`config.mk`:
```
export PLATFORM = sky130hd
export DESIGN_NAME = pwm_brake_ctrl
export DESIGN_NICKNAME = d
export VERILOG_FILES = /design/src/design/pwm_brake_pkg.sv /design/src/design/pwm_brake_ctrl.sv /design/src/design/pwm_channel.sv
export SDC_FILE = /design/constraint.sdc
export NUM_CORES = 1
export LEC_CHECK = 0
export BUFFER_PORTS_ARGS = -buffer_cell sky130_fd_sc_hd__buf_4
export CORE_MARGIN = 2
export CORE_UTILIZATION = 65
export DETAILED_ROUTE_END_ITERATION = 8
export GPL_ROUTABILITY_DRIVEN = 0
export PLACE_DENSITY = 0.92
export SLEW_MARGIN = 20
export SYNTH_ARGS = -nofsm -noshare
export SYNTH_HDL_FRONTEND = slang
export SYNTH_SLANG_ARGS = --single-unit
```
`constraint.sdc`:
```
create_clock -name REF_CLK -period 7.5 [get_ports REF_CLK]
set_input_delay 0 -clock REF_CLK [delete_from_list [all_inputs] [get_ports REF_CLK]]
set_output_delay 0 -clock REF_CLK [all_outputs]
set_load 0.01 [all_outputs]
```
`src/design/pwm_brake_pkg.sv`:
```
// Constants for the four-channel PWM run, transfer, inversion and brake block
package pwm_brake_pkg;
   localparam int unsigned ADDR_W = 12;
   localparam int unsigned DATA_W = 32;
   localparam int unsigned CNT_W = 10;
   localparam int unsigned NCH = 4;
   // Register indices; byte address is four times the index
   localparam logic [7:0] IDX_RELOAD_LO = 8'hD1;
   localparam logic [7:0] IDX_RELOAD_HI = 8'hD2;
   localparam logic [7:0] IDX_CMP0 = 8'hD3;
   localparam logic [7:0] IDX_CMP_HI = 8'hD7;
   localparam logic [7:0] IDX_CTRL = 8'hDA;
   localparam logic [7:0] IDX_BRAKE = 8'hDB;
   localparam int unsigned NSHADOW = 7;
   localparam logic [3:0] SEL_CTRL = 4'h7;
   localparam logic [3:0] SEL_BRAKE = 4'h8;
   localparam logic [3:0] SEL_NONE = 4'hF;
   // Control register fields
   localparam int unsigned RUN_BIT = 7;
   localparam int unsigned SHADOW_TRANSFER_BIT_BIT = 6;
   localparam int unsigned INV_BIT0 = 1;
   localparam int unsigned INV_BIT1 = 2;
   localparam int unsigned INV_BIT2 = 4;
   localparam int unsigned INV_BIT3 = 5;
   localparam logic [7:0] CTRL_WMASK = 8'hF6;
   localparam logic [7:0] CTRL_RESET = 8'h00;
   // Brake register fields
   localparam int unsigned HALT_SEL_BIT = 7;
   localparam int unsigned POL_BIT = 6;
   localparam int unsigned PIN_EN_BIT = 5;
   localparam int unsigned BRK_EN_BIT = 4;
   localparam logic [7:0] BRAKE_RESET = 8'h00;
   localparam logic [7:0] SHADOW_RESET = 8'h00;
   // Compare codes with fixed meaning
   localparam logic [CNT_W-1:0] CMP_ALL_LOW = 10'h3FF;
   localparam logic [CNT_W-1:0] CMP_ALL_HIGH = 10'h000;
   localparam logic [CNT_W-1:0] CNT_RESET = 10'h000;
   localparam logic [1:0] RESP_OKAY = 2'h0;
   localparam logic [1:0] RESP_SLVERR = 2'h2;
endpackage

```
`src/design/pwm_brake_ctrl.sv`:
```
// Top: AXI4-Lite registers, down counter, shadow transfer and brake source
//
// The implementer's own choice: the AXI4-Lite register port.
`timescale 1ns/1ps
`default_nettype none
module pwm_brake_ctrl
   import pwm_brake_pkg::*;
(
   input wire logic REF_CLK,
   input wire logic SRST,
   input wire logic CE,
   input wire logic BRAKE_PIN,
   output logic [pwm_brake_pkg::NCH-1:0] PWM_OUT,
   input wire logic [pwm_brake_pkg::ADDR_W-1:0] S_AXI_AWADDR,
   input wire logic S_AXI_AWVALID,
   output logic S_AXI_AWREADY,
   input wire logic [pwm_brake_pkg::DATA_W-1:0] S_AXI_WDATA,
   input wire logic [3:0] S_AXI_WSTRB,
   input wire logic S_AXI_WVALID,
   output logic S_AXI_WREADY,
   output logic [1:0] S_AXI_BRESP,
   output logic S_AXI_BVALID,
   input wire logic S_AXI_BREADY,
   input wire logic [pwm_brake_pkg::ADDR_W-1:0] S_AXI_ARADDR,
   input wire logic S_AXI_ARVALID,
   output logic S_AXI_ARREADY,
   output logic [pwm_brake_pkg::DATA_W-1:0] S_AXI_RDATA,
   output logic [1:0] S_AXI_RRESP,
   output logic S_AXI_RVALID,
   input wire logic S_AXI_RREADY
);
   import pwm_brake_pkg::*;

   function automatic logic [3:0] reg_sel(input logic [ADDR_W-1:0] a);
      logic [7:0] idx;
      idx = a[9:2];
      if (a[1:0] != 2'h0 || a[ADDR_W-1:10] != '0) begin
         reg_sel = SEL_NONE;
      end else if (idx >= IDX_RELOAD_LO && idx <= IDX_CMP_HI) begin
         reg_sel = 4'(idx - IDX_RELOAD_LO);
      end else if (idx == IDX_CTRL) begin
         reg_sel = SEL_CTRL;
      end else if (idx == IDX_BRAKE) begin
         reg_sel = SEL_BRAKE;
      end else begin
         reg_sel = SEL_NONE;
      end
   endfunction

   // Bus state
   logic aw_hold_q, aw_hold_d, w_hold_q, w_hold_d;
   logic [ADDR_W-1:0] awaddr_q, awaddr_d;
   logic [7:0] wdata_q, wdata_d;
   logic wstrb0_q, wstrb0_d;
   logic bvalid_q, bvalid_d, rvalid_q, rvalid_d;
   logic [1:0] bresp_q, bresp_d, rresp_q, rresp_d;
   logic [7:0] rdata_q, rdata_d;
   // Block state
   logic [7:0] ctrl_q, ctrl_d, brk_q, brk_d;
   logic [7:0] shadow_q [NSHADOW];
   logic [7:0] shadow_d [NSHADOW];
   logic [CNT_W-1:0] count_q, count_d, reload_q, reload_d;
   logic [CNT_W-1:0] cmp_q [NCH];
   logic [CNT_W-1:0] cmp_d [NCH];
   // Combinational
   logic do_write, wr_en, rd_take, brake, pin_brake, pin_active, run_en, underflow, shadow_transfer_bit_now;
   logic [3:0] wsel, rsel;
   logic [NCH-1:0] inv;

   assign S_AXI_AWREADY = CE && !aw_hold_q;
   assign S_AXI_WREADY = CE && !w_hold_q;
   assign S_AXI_ARREADY = CE && !rvalid_q;
   assign S_AXI_BVALID = CE && bvalid_q;
   assign S_AXI_RVALID = CE && rvalid_q;
   assign S_AXI_BRESP = bresp_q;
   assign S_AXI_RRESP = rresp_q;
   assign S_AXI_RDATA = {24'h000000, rdata_q};

   assign inv = {ctrl_q[INV_BIT3], ctrl_q[INV_BIT2], ctrl_q[INV_BIT1], ctrl_q[INV_BIT0]};
   assign pin_active = (BRAKE_PIN == brk_q[POL_BIT]);
   assign pin_brake = brk_q[BRK_EN_BIT] && brk_q[PIN_EN_BIT] && pin_active;
   always_comb begin
      // Enable gates every source
      brake = brk_q[BRK_EN_BIT] && (
         (!brk_q[HALT_SEL_BIT] && !brk_q[PIN_EN_BIT]) ||
         (brk_q[HALT_SEL_BIT] && !ctrl_q[RUN_BIT]) ||
         (brk_q[PIN_EN_BIT] && pin_active));
   end
   assign run_en = ctrl_q[RUN_BIT] && !brake;
   assign underflow = run_en && (count_q == CNT_RESET);
   assign shadow_transfer_bit_now = underflow && ctrl_q[SHADOW_TRANSFER_BIT_BIT];

   always_comb begin
      aw_hold_d = aw_hold_q;
      w_hold_d = w_hold_q;
      awaddr_d = awaddr_q;
      wdata_d = wdata_q;
      wstrb0_d = wstrb0_q;
      bvalid_d = bvalid_q;
      bresp_d = bresp_q;
      rvalid_d = rvalid_q;
      rresp_d = rresp_q;
      rdata_d = rdata_q;
      if (S_AXI_AWVALID && !aw_hold_q) begin
         aw_hold_d = 1'b1;
         awaddr_d = S_AXI_AWADDR;
      end
      if (S_AXI_WVALID && !w_hold_q) begin
         w_hold_d = 1'b1;
         wdata_d = S_AXI_WDATA[7:0];
         wstrb0_d = S_AXI_WSTRB[0];
      end
      if (bvalid_q && S_AXI_BREADY) begin
         bvalid_d = 1'b0;
      end
      do_write = aw_hold_q && w_hold_q && !bvalid_q;
      wsel = reg_sel(awaddr_q);
      wr_en = do_write && wsel != SEL_NONE && wstrb0_q;
      if (do_write) begin
         aw_hold_d = 1'b0;
         w_hold_d = 1'b0;
         bvalid_d = 1'b1;
         bresp_d = (wsel == SEL_NONE) ? RESP_SLVERR : RESP_OKAY;
      end
      if (rvalid_q && S_AXI_RREADY) begin
         rvalid_d = 1'b0;
      end
      rd_take = S_AXI_ARVALID && !rvalid_q;
      rsel = reg_sel(S_AXI_ARADDR);
      if (rd_take) begin
         rvalid_d = 1'b1;
         rresp_d = (rsel == SEL_NONE) ? RESP_SLVERR : RESP_OKAY;
         if (rsel == SEL_CTRL) begin
            rdata_d = ctrl_q;
         end else if (rsel == SEL_BRAKE) begin
            rdata_d = brk_q;
         end else if (rsel < 4'(NSHADOW)) begin
            rdata_d = shadow_q[rsel[2:0]];
         end else begin
            rdata_d = 8'h00;
         end
      end
   end

   always_comb begin
      ctrl_d = ctrl_q;
      brk_d = brk_q;
      shadow_d = shadow_q;
      reload_d = reload_q;
      cmp_d = cmp_q;
      count_d = count_q;
      if (shadow_transfer_bit_now) begin
         // Only path from shadow to active
         reload_d = {shadow_q[1][1:0], shadow_q[0]};
         for (int n = 0; n < NCH; n++) begin
            cmp_d[n] = {shadow_q[6][2*n+1 -: 2], shadow_q[2+n]};
         end
         ctrl_d[SHADOW_TRANSFER_BIT_BIT] = 1'b0;
      end
      if (pin_brake) begin
         ctrl_d[RUN_BIT] = 1'b0;
      end
      if (run_en) begin
         count_d = underflow ? reload_d : count_q - 10'h001;
      end
      // Software write wins over hardware clears
      if (wr_en) begin
         if (wsel == SEL_CTRL) begin
            ctrl_d = wdata_q & CTRL_WMASK;
         end else if (wsel == SEL_BRAKE) begin
            brk_d = wdata_q;
         end else begin
            shadow_d[wsel[2:0]] = wdata_q;
         end
      end
   end

   always_ff @(posedge REF_CLK) begin
      if (SRST) begin
         aw_hold_q <= 1'b0;
         w_hold_q <= 1'b0;
         awaddr_q <= '0;
         wdata_q <= 8'h00;
         wstrb0_q <= 1'b0;
         bvalid_q <= 1'b0;
         bresp_q <= RESP_OKAY;
         rvalid_q <= 1'b0;
         rresp_q <= RESP_OKAY;
         rdata_q <= 8'h00;
         ctrl_q <= CTRL_RESET;
         brk_q <= BRAKE_RESET;
         shadow_q <= '{default: SHADOW_RESET};
         reload_q <= CNT_RESET;
         cmp_q <= '{default: CNT_RESET};
         count_q <= CNT_RESET;
      end else if (CE) begin
         aw_hold_q <= aw_hold_d;
         w_hold_q <= w_hold_d;
         awaddr_q <= awaddr_d;
         wdata_q <= wdata_d;
         wstrb0_q <= wstrb0_d;
         bvalid_q <= bvalid_d;
         bresp_q <= bresp_d;
         rvalid_q <= rvalid_d;
         rresp_q <= rresp_d;
         rdata_q <= rdata_d;
         ctrl_q <= ctrl_d;
         brk_q <= brk_d;
         shadow_q <= shadow_d;
         reload_q <= reload_d;
         cmp_q <= cmp_d;
         count_q <= count_d;
      end
   end

   for (genvar n = 0; n < NCH; n++) begin : g_ch
      pwm_channel u_ch (
         .clk(REF_CLK),
         .srst(SRST),
         .ce(CE),
         .tick(run_en),
         .cnt(count_d),
         .cmp(cmp_d[n]),
         .reload(reload_d),
         .inv(inv[n]),
         .brake(brake),
         .level(brk_q[n]),
         .out(PWM_OUT[n])
      );
   end
endmodule
`default_nettype wire

```
`src/design/pwm_channel.sv`:
```
// One PWM channel: waveform state, inversion and brake override
`timescale 1ns/1ps
`default_nettype none
module pwm_channel
   import pwm_brake_pkg::*;
(
   input wire logic clk,
   input wire logic srst,
   input wire logic ce,
   input wire logic tick,
   input wire logic [CNT_W-1:0] cnt,
   input wire logic [CNT_W-1:0] cmp,
   input wire logic [CNT_W-1:0] reload,
   input wire logic inv,
   input wire logic brake,
   input wire logic level,
   output logic out
);
   logic wave_q, wave_d, out_q, out_d, raw;

   always_comb begin
      // High from reload down to the compare value
      if (cmp == CMP_ALL_LOW) begin
         raw = 1'b0;
      end else begin
         raw = (cmp == CMP_ALL_HIGH) || (cmp > reload) || (cnt >= cmp);
      end
      wave_d = tick ? raw : wave_q;
      out_d = brake ? level : (wave_d ^ inv);
   end

   always_ff @(posedge clk) begin
      if (srst) begin
         wave_q <= 1'b1;
         out_q <= 1'b1;
      end else if (ce) begin
         wave_q <= wave_d;
         out_q <= out_d;
      end
   end

   assign out = out_q;
endmodule
`default_nettype wire

```
==> results_dict.tcl, run 1 <==
set metrics [dict create \
    clk_path_buf_depth 2 \
    antenna_found_initial 0 \
    syn_area_per_cell_um2 8.21 \
    crit_family "simple AND/OR/NAND/NOR gates" \
    drt_pre_antenna_iters 9 \
    grt_overflow_total 0 \
    cp_num_buf_inv 1 \
    die_y_um 134 \
    p_leak_uw 0.00547 \
    violations "DRC" \
    nNetsFinal 1541 \
    powerDensity_nw_per_um2 178 \
    portBuffers 60 \
    required_ns 7.83 \
    synth_compound_area_share_pct 17.7 \
    fin_crit_ns 6.28 \
    synth-seq-area-share_pct 31.4 \
    worst_skew_pair.late_latency_ns 0.45 \
    end_kind "register" \
    cp_num_cells 16 \
    hold_class "in -> reg" \
    power_uw 2210 \
    max_slew.worst_pin.slew_ns 1.08 \
    grt_first_pass_wirelength_mm 58.7 \
    io_pins 114 \
    cts_tree "yes" \
    synth_edf_count 0 \
    synth_cell_type_count 74 \
    dieArea_um2 18000 \
    crit_type "reg -> reg" \
    synth_xor_area_share_pct 1.19 \
    finalClockSkew_ns 0.0198 \
    drive_gt1_share_pct 9.34 \
    vias 11500 \
    relSlewSlack_pct 25.8 \
    rows 47 \
    ys_warn_count 0 \
    ir_drop_uv 230 \
    status "finished, violations left" \
    worstHoldPathCells 2 \
    rr_worst_depth 16 \
    hold_violations 0 \
    rr_startpoint "count_q[1]" \
    grtUsageTotal_pct 41.8 \
    antennaDiodeCount 0 \
    final_area_um2 12400 \
    ctsHoldBuffers 34 \
    fill_cells 1094 \
    grt_start_max_net_pins 115 \
    timing.fmax_ghz 0.159 \
    cts_root_buf "clkbuf_16" \
    cts-resized-gates 0 \
    r2r_setup_slack_ns 1.22 \
    dp_hpwl_mm 23.4 \
    synth_fa_ha_area_share_pct 10.1 \
    grt_pass1_vias 11100 \
    die_x_um 134 \
    drt-initial-drc-count 1824 \
    synthMuxAreaShare_pct 11.5 \
    wire_per_inst_um 23.4 \
    crit_path_start "count_q[1]" \
    syn_inst 1344 \
    slowest_stage "or4_1" \
    ys_seq_elements 173 \
    slew_violations 0 \
    setup_tns_ns 0 \
    initial_utilization_pct 66.5 \
    post-cts-setup-buffer-count 0 \
    htreeDepth 4 \
    place_area_um2 11400 \
    setup_violations 0 \
    core_area_um2 16600 \
    fin_hold_ws_ns 0.0848 \
    syn_area_um2 11000 \
    start_kind "register" \
    clock_sinks 173 \
    crit_path_max_incr_delay_ns 0.81 \
    routed_wl_mm 38.0 \
    drv_cap 0 \
    layout_commonest_cell "nor2_1" \
    syn_to_final_growth_pct 12.4 \
    path_cells "inv_1 > ha_1 > or4b_1 > or4_1 > nor2_8 > mux2i_1 > mux2_2 > o21ai_0 > ha_1 > a2111oi_0 > nor3_1 > nor4_1 > nor4b_1 > nor3_1 > mux2i_1 > a2111o_1" \
    async_flop_share_pct 0 \
    crit_fanout 17 \
    drc 1 \
    fin_crit_sh_pct 83.7 \
    cts_buffers 17 \
    most-common-layout-cells "nor2_1 (193), dfxtp_1 (173), mux2i_1 (120)" \
    antenna_left 0 \
    arrival_ns 6.61 \
    viasPerCell 7.10 \
    clkSlewWorstSetupHoldPaths_ns 0.09 \
    synthSimpleGateAreaFrac_pct 21.3 \
    min_from "SRST" \
    synth_top_family_by_area "simple AND/OR/NAND/NOR gates" \
    ys.flop_type "dfxtp_1" \
    rsz0062_at_grt "false" \
]
[sequential cells by signal, indices dropped and copies added, names as in the netlist]
register	count
S_AXI_BRESP	1
S_AXI_RRESP	1
aw_hold_q	1
awaddr_q	12
brk_q	8
bvalid_q	1
cmp_q	40
count_q	10
ctrl_q	6
g_ch.u_ch.out	4
g_ch.u_ch.wave_q	4
rdata_q	8
reload_q	10
rvalid_q	1
shadow_q	56
w_hold_q	1
wdata_q	8
wstrb0_q	1
[layer usage]
layer  part of all wire (%)  track usage [%]  routed length [um]
met1                     34             49.3               12800
met2                     44             65.2               16700
met3                     14             13.3                5400
met4                    8.2             27.8                3100
met5                      0            0.556                   0
[cell type report]
| class | instances | area, um^2 | area share (%) |
|---|---|---|---|
| tap | 220 | 275 | 2.22 |
| timing repair buffer | 114 | 945 | 7.62 |
| inverter | 54 | 203 | 1.63 |
| sequential | 173 | 3460 | 27.9 |
| multi-input combinational | 1029 | 6920 | 55.8 |
| clock buffer | 17 | 425 | 3.43 |
| clock inverter | 15 | 169 | 1.36 |
[logic make-up after synthesis]
family,after synthesis
fa+ha+maj,90
xor+xnor,15
buf+inv,167
simple gates,489
flops,173
compound gates,283
mux,126
other cells,1
[worst paths after layout]
| kind | endpoint |
|---|---|
| worst max-delay path | g_ch[1].u_ch.out |
| worst min-delay path | awaddr_q[8] |
| worst max register to register | g_ch[1].u_ch.out |
| worst min register to register | g_ch[0].u_ch.wave_q |
[where the power goes]
| group | internal (uW) | switching, uW |
|---|---|---|
| clock network | 451 | 459 |
| registers | 946 | 33.2 |
| logic | 130 | 185 |
[synthesized netlist by cell type (all sizes together), types with 8 or more instances]
cell	n	area share (%)
nor2	195	6.8
dfxtp	173	31
mux2i	120	11
nand2	92	3.1
ha	83	9.4
clkbuf	67	2.3
a21oi	64	2.9
inv	54	1.8
a211oi	50	3.4
buf	46	2.7
nand3	44	2.0
o21ai	40	1.8
nor4	39	2.3
nand4	26	1.5
nor3	25	1.2
a21o	22	1.5
a221oi	19	1.5
and2	15	0.85
a2111oi	11	0.87
o22ai	9	0.51
xnor2	9	0.71
nand2b	8	0.45
o21a	8	0.54
[worst register-to-register path, cell delays in order, from the launching register on]
cell	delay [ns]
dfxtp_1	0.36
inv_1	0.10
ha_1	0.17
or4b_1	0.57
or4_1	0.81
nor2_8	0.48
mux2i_1	0.20
mux2_2	0.29
o21ai_0	0.77
ha_1	0.40
a2111oi_0	0.46
nor3_1	0.10
nor4_1	0.36
nor4b_1	0.46
nor3_1	0.15
mux2i_1	0.15
a2111o_1	0.35
[stage by stage]
step	cells	util, %	setup WS [ns]
6_report	1622	74.8	1.22
5_1_grt	1622	74.8	1.00
3_5_place_dp	1556	69.0	1.52
2_1_floorplan	1369	-	2.61
3_3_place_gp	1556	69.0	1.61
4_1_cts	1622	74.7	1.48
Power figures use the tool's default switching activity.
==> inputs of run 2 (changes only) <==
ABC_AREA = 1   (was default)
CORE_UTILIZATION = 54   (was 65)
PLACE_DENSITY = 0.82   (was 0.92)
clock period = 5.2 ns   (was 7.5 ns; I/O delays follow)
==> run 2 against run 1 <==
The flow now finishes without violations. Routed wire length decreased by 12%. Critical path depth increased by 12. Non-clock buffer count decreased by 4. Flip-flop and latch count unchanged. Clock power increased by 49%. First-iteration DRC count decreased by 33%. Maximum frequency increased by 44%.
==> results_dict.tcl, run 2 <==
set metrics [dict create \
    status "finished, final reports clean" \
    cts_root_buf "clkbuf_16" \
    ys.flop_type "dfxtp_1" \
    multi_input_area_um2 6220 \
    arrival_ns 4.71 \
    syn_to_final_growth_pct 13.1 \
    cp_num_buf_inv 5 \
    min_to "g_ch[2].u_ch.wave_q" \
    drv_cap 0 \
    regMostFlops "shadow_q" \
    yosysMostFrequentCell "nand2_1" \
    synth_edf_count 0 \
    syn_area_per_cell_um2 6.59 \
    rr_worst_depth 28 \
    dieArea_um2 21700 \
    ir_drop_uv 246 \
    required_ns 5.54 \
    setup_violations 0 \
    hold_class "in -> reg" \
    fill_cells 1780 \
    r2r_setup_slack_ns 0.83 \
    viasPerCell 5.63 \
    min_from "CE" \
    syn_area_um2 11100 \
    place_area_um2 11500 \
    crit_family "simple AND/OR/NAND/NOR gates" \
    drt_pre_antenna_iters 8 \
    synth_cell_type_count 46 \
    synth_top_area_share_pct 31.2 \
    cts_tree "yes" \
    timing.fmax_ghz 0.229 \
    ctsHoldBuffers 39 \
    reg2reg_to "g_ch[3].u_ch.out" \
    setup_tns_ns 0 \
    worst_skew_pair.late_latency_ns 0.45 \
    wire_per_inst_um 16.5 \
    routed_wl_mm 33.5 \
    most-common-layout-cells "nand2_1 (332), inv_1 (241), nor2_1 (190)" \
    max_slew.worst_pin.slew_ns 1.06 \
    path_common_cell "nand2_1" \
    grtUsageTotal_pct 30.8 \
    grt_overflow_total 0 \
    portBuffers 60 \
    cts-resized-gates 0 \
    synth.area.top_cells "dfxtp_1 (31%), nand2_1 (11%), ha_1 (9.4%)" \
    antenna_left 0 \
    async_flop_share_pct 0 \
    end_kind "register" \
    antenna_found_initial 0 \
    hold_violations 0 \
    clk_path_buf_depth 2 \
    clock_sinks 173 \
    finalClockSkew_ns 0.0146 \
    largest_register_ffs 56 \
    io_pins 114 \
    p_leak_uw 0.00652 \
    htreeDepth 4 \
    rr_startpoint "count_q[0]" \
    final_area_um2 12500 \
    ys_seq_elements 173 \
    post-cts-setup-buffer-count 0 \
    seqCellArea_um2 3460 \
    fin_crit_sh_pct 84.1 \
    slowest_stage "a21oi_1" \
    crit_fanout 19 \
    powerDensity_nw_per_um2 265 \
    rsz0062_at_grt "false" \
    rows 52 \
    cts_buffers 17 \
    crit_path_max_incr_delay_ns 0.60 \
    synth-seq-area-share_pct 31.2 \
    start_kind "register" \
    syn_inst 1683 \
    initial_utilization_pct 55.0 \
    fin_crit_ns 4.37 \
    dp_hpwl_mm 22.9 \
    slew_violations 0 \
    yosysTopAreaCell "dfxtp_1" \
    drc 0 \
    worstHoldPathCells 3 \
    grt_pass1_vias 10600 \
    vias 11400 \
    grt_start_max_net_pins 103 \
    antennaDiodeCount 0 \
    drive_gt1_share_pct 8.50 \
    crit_type "reg -> reg" \
    die_x_um 147 \
    layout_commonest_cell "nand2_1" \
    die_y_um 147 \
    clkSlewWorstSetupHoldPaths_ns 0.08 \
    drt-initial-drc-count 1229 \
    relSlewSlack_pct 28.6 \
    grt_first_pass_wirelength_mm 53.0 \
    nNetsFinal 1892 \
    core_area_um2 20200 \
    reg_top3 "shadow_q x56, cmp_q x40, awaddr_q x12" \
    ys_warn_count 0 \
    synthTopCellsByCount "nand2_1 (332), inv_1 (243), nor2_1 (190)" \
]
run 2: changes by cell type after synthesis, sizes merged, moves of 16 or more:
cell / previous run / this run
a211oi: 50 / 18
o211ai: 7 / 23
clkbuf: 67 / 48
nor4: 39 / 7
a21oi: 64 / 150
mux2i: 120 / 1
o21ai: 40 / 183
a21o: 22 / 1
inv: 54 / 258
nand3: 44 / 82
a221oi: 19 / 0
nand2: 92 / 338
run 2: cell families after synthesis:
kind of cell / Yosys count / share of synthesized area (%)
simple gates: 666 / 25.6
mux: 1 / 0.0903
other cells: 1 / 0.0338
flops: 173 / 31.2
xor+xnor: 4 / 0.316
fa+ha+maj: 83 / 9.36
buf+inv: 357 / 13.6
compound gates: 398 / 19.8
run 2: worst register-to-register path, delay by kind of cell, from the launching register on:
family          cells  cell delay, ns
simple gates       16            1.62
buf+inv             5            0.65
fa+ha+maj           2            0.53
compound gates      5            1.13
flops               1            0.34
run 2: final cells by class:
class,count,share of cell area (%)
Inverter,260,7.80
Sequential cell,173,27.6
Clock buffer,17,3.39
Clock inverter,15,1.58
Tap cell,270,2.69
Timing Repair Buffer,110,7.36
Multi-Input combinational cell,1178,49.6
run 2: layer usage:
metal / vias to the layer above / share of wire [%] / global-route usage, % / wire length [um]
met1: 5144 / 40 / 39.0 / 13500
met4: 0 / 5.4 / 16.5 / 1800
met3: 129 / 9.8 / 6.12 / 3280
met2: 578 / 45 / 49.5 / 14900
li1: 5537 / - / - / -
met5: - / 0 / 0 / 0
run 2: worst max-delay path by stage:
stage,startpoint,to,cells past startpoint,slack (ns)
2_1_floorplan,count_q[0],g_ch[1].u_ch.out,37,1.64
3_3_place_gp,count_q[0],g_ch[3].u_ch.out,28,1.12
3_5_place_dp,count_q[0],g_ch[3].u_ch.out,28,0.98
4_1_cts,count_q[0],g_ch[3].u_ch.out,28,0.96
5_1_grt,count_q[0],g_ch[2].u_ch.out,28,0.58
6_report,count_q[0],g_ch[3].u_ch.out,28,0.83
run 2: stage by stage:
stage	hold slack [ns]	setup WS (ns)	utilization, %	cells	total power [uW]
after global routing	0.0482	0.577	62.2	2023	3460
after floorplan	0.168	1.64	-	1708	1830
after global placement	0.269	1.12	57.1	1952	1940
after detailed placement	0.281	0.975	57.2	1952	1960
after CTS	0.0144	0.956	62.2	2023	3320
final	0.0132	0.828	62.2	2023	3330
run 2: power by group:
part	switching [uW]	internal [uW]	total [uW]
Clock	661	696	1360
Sequential	33.8	1370	1400
Combinational	357	213	570
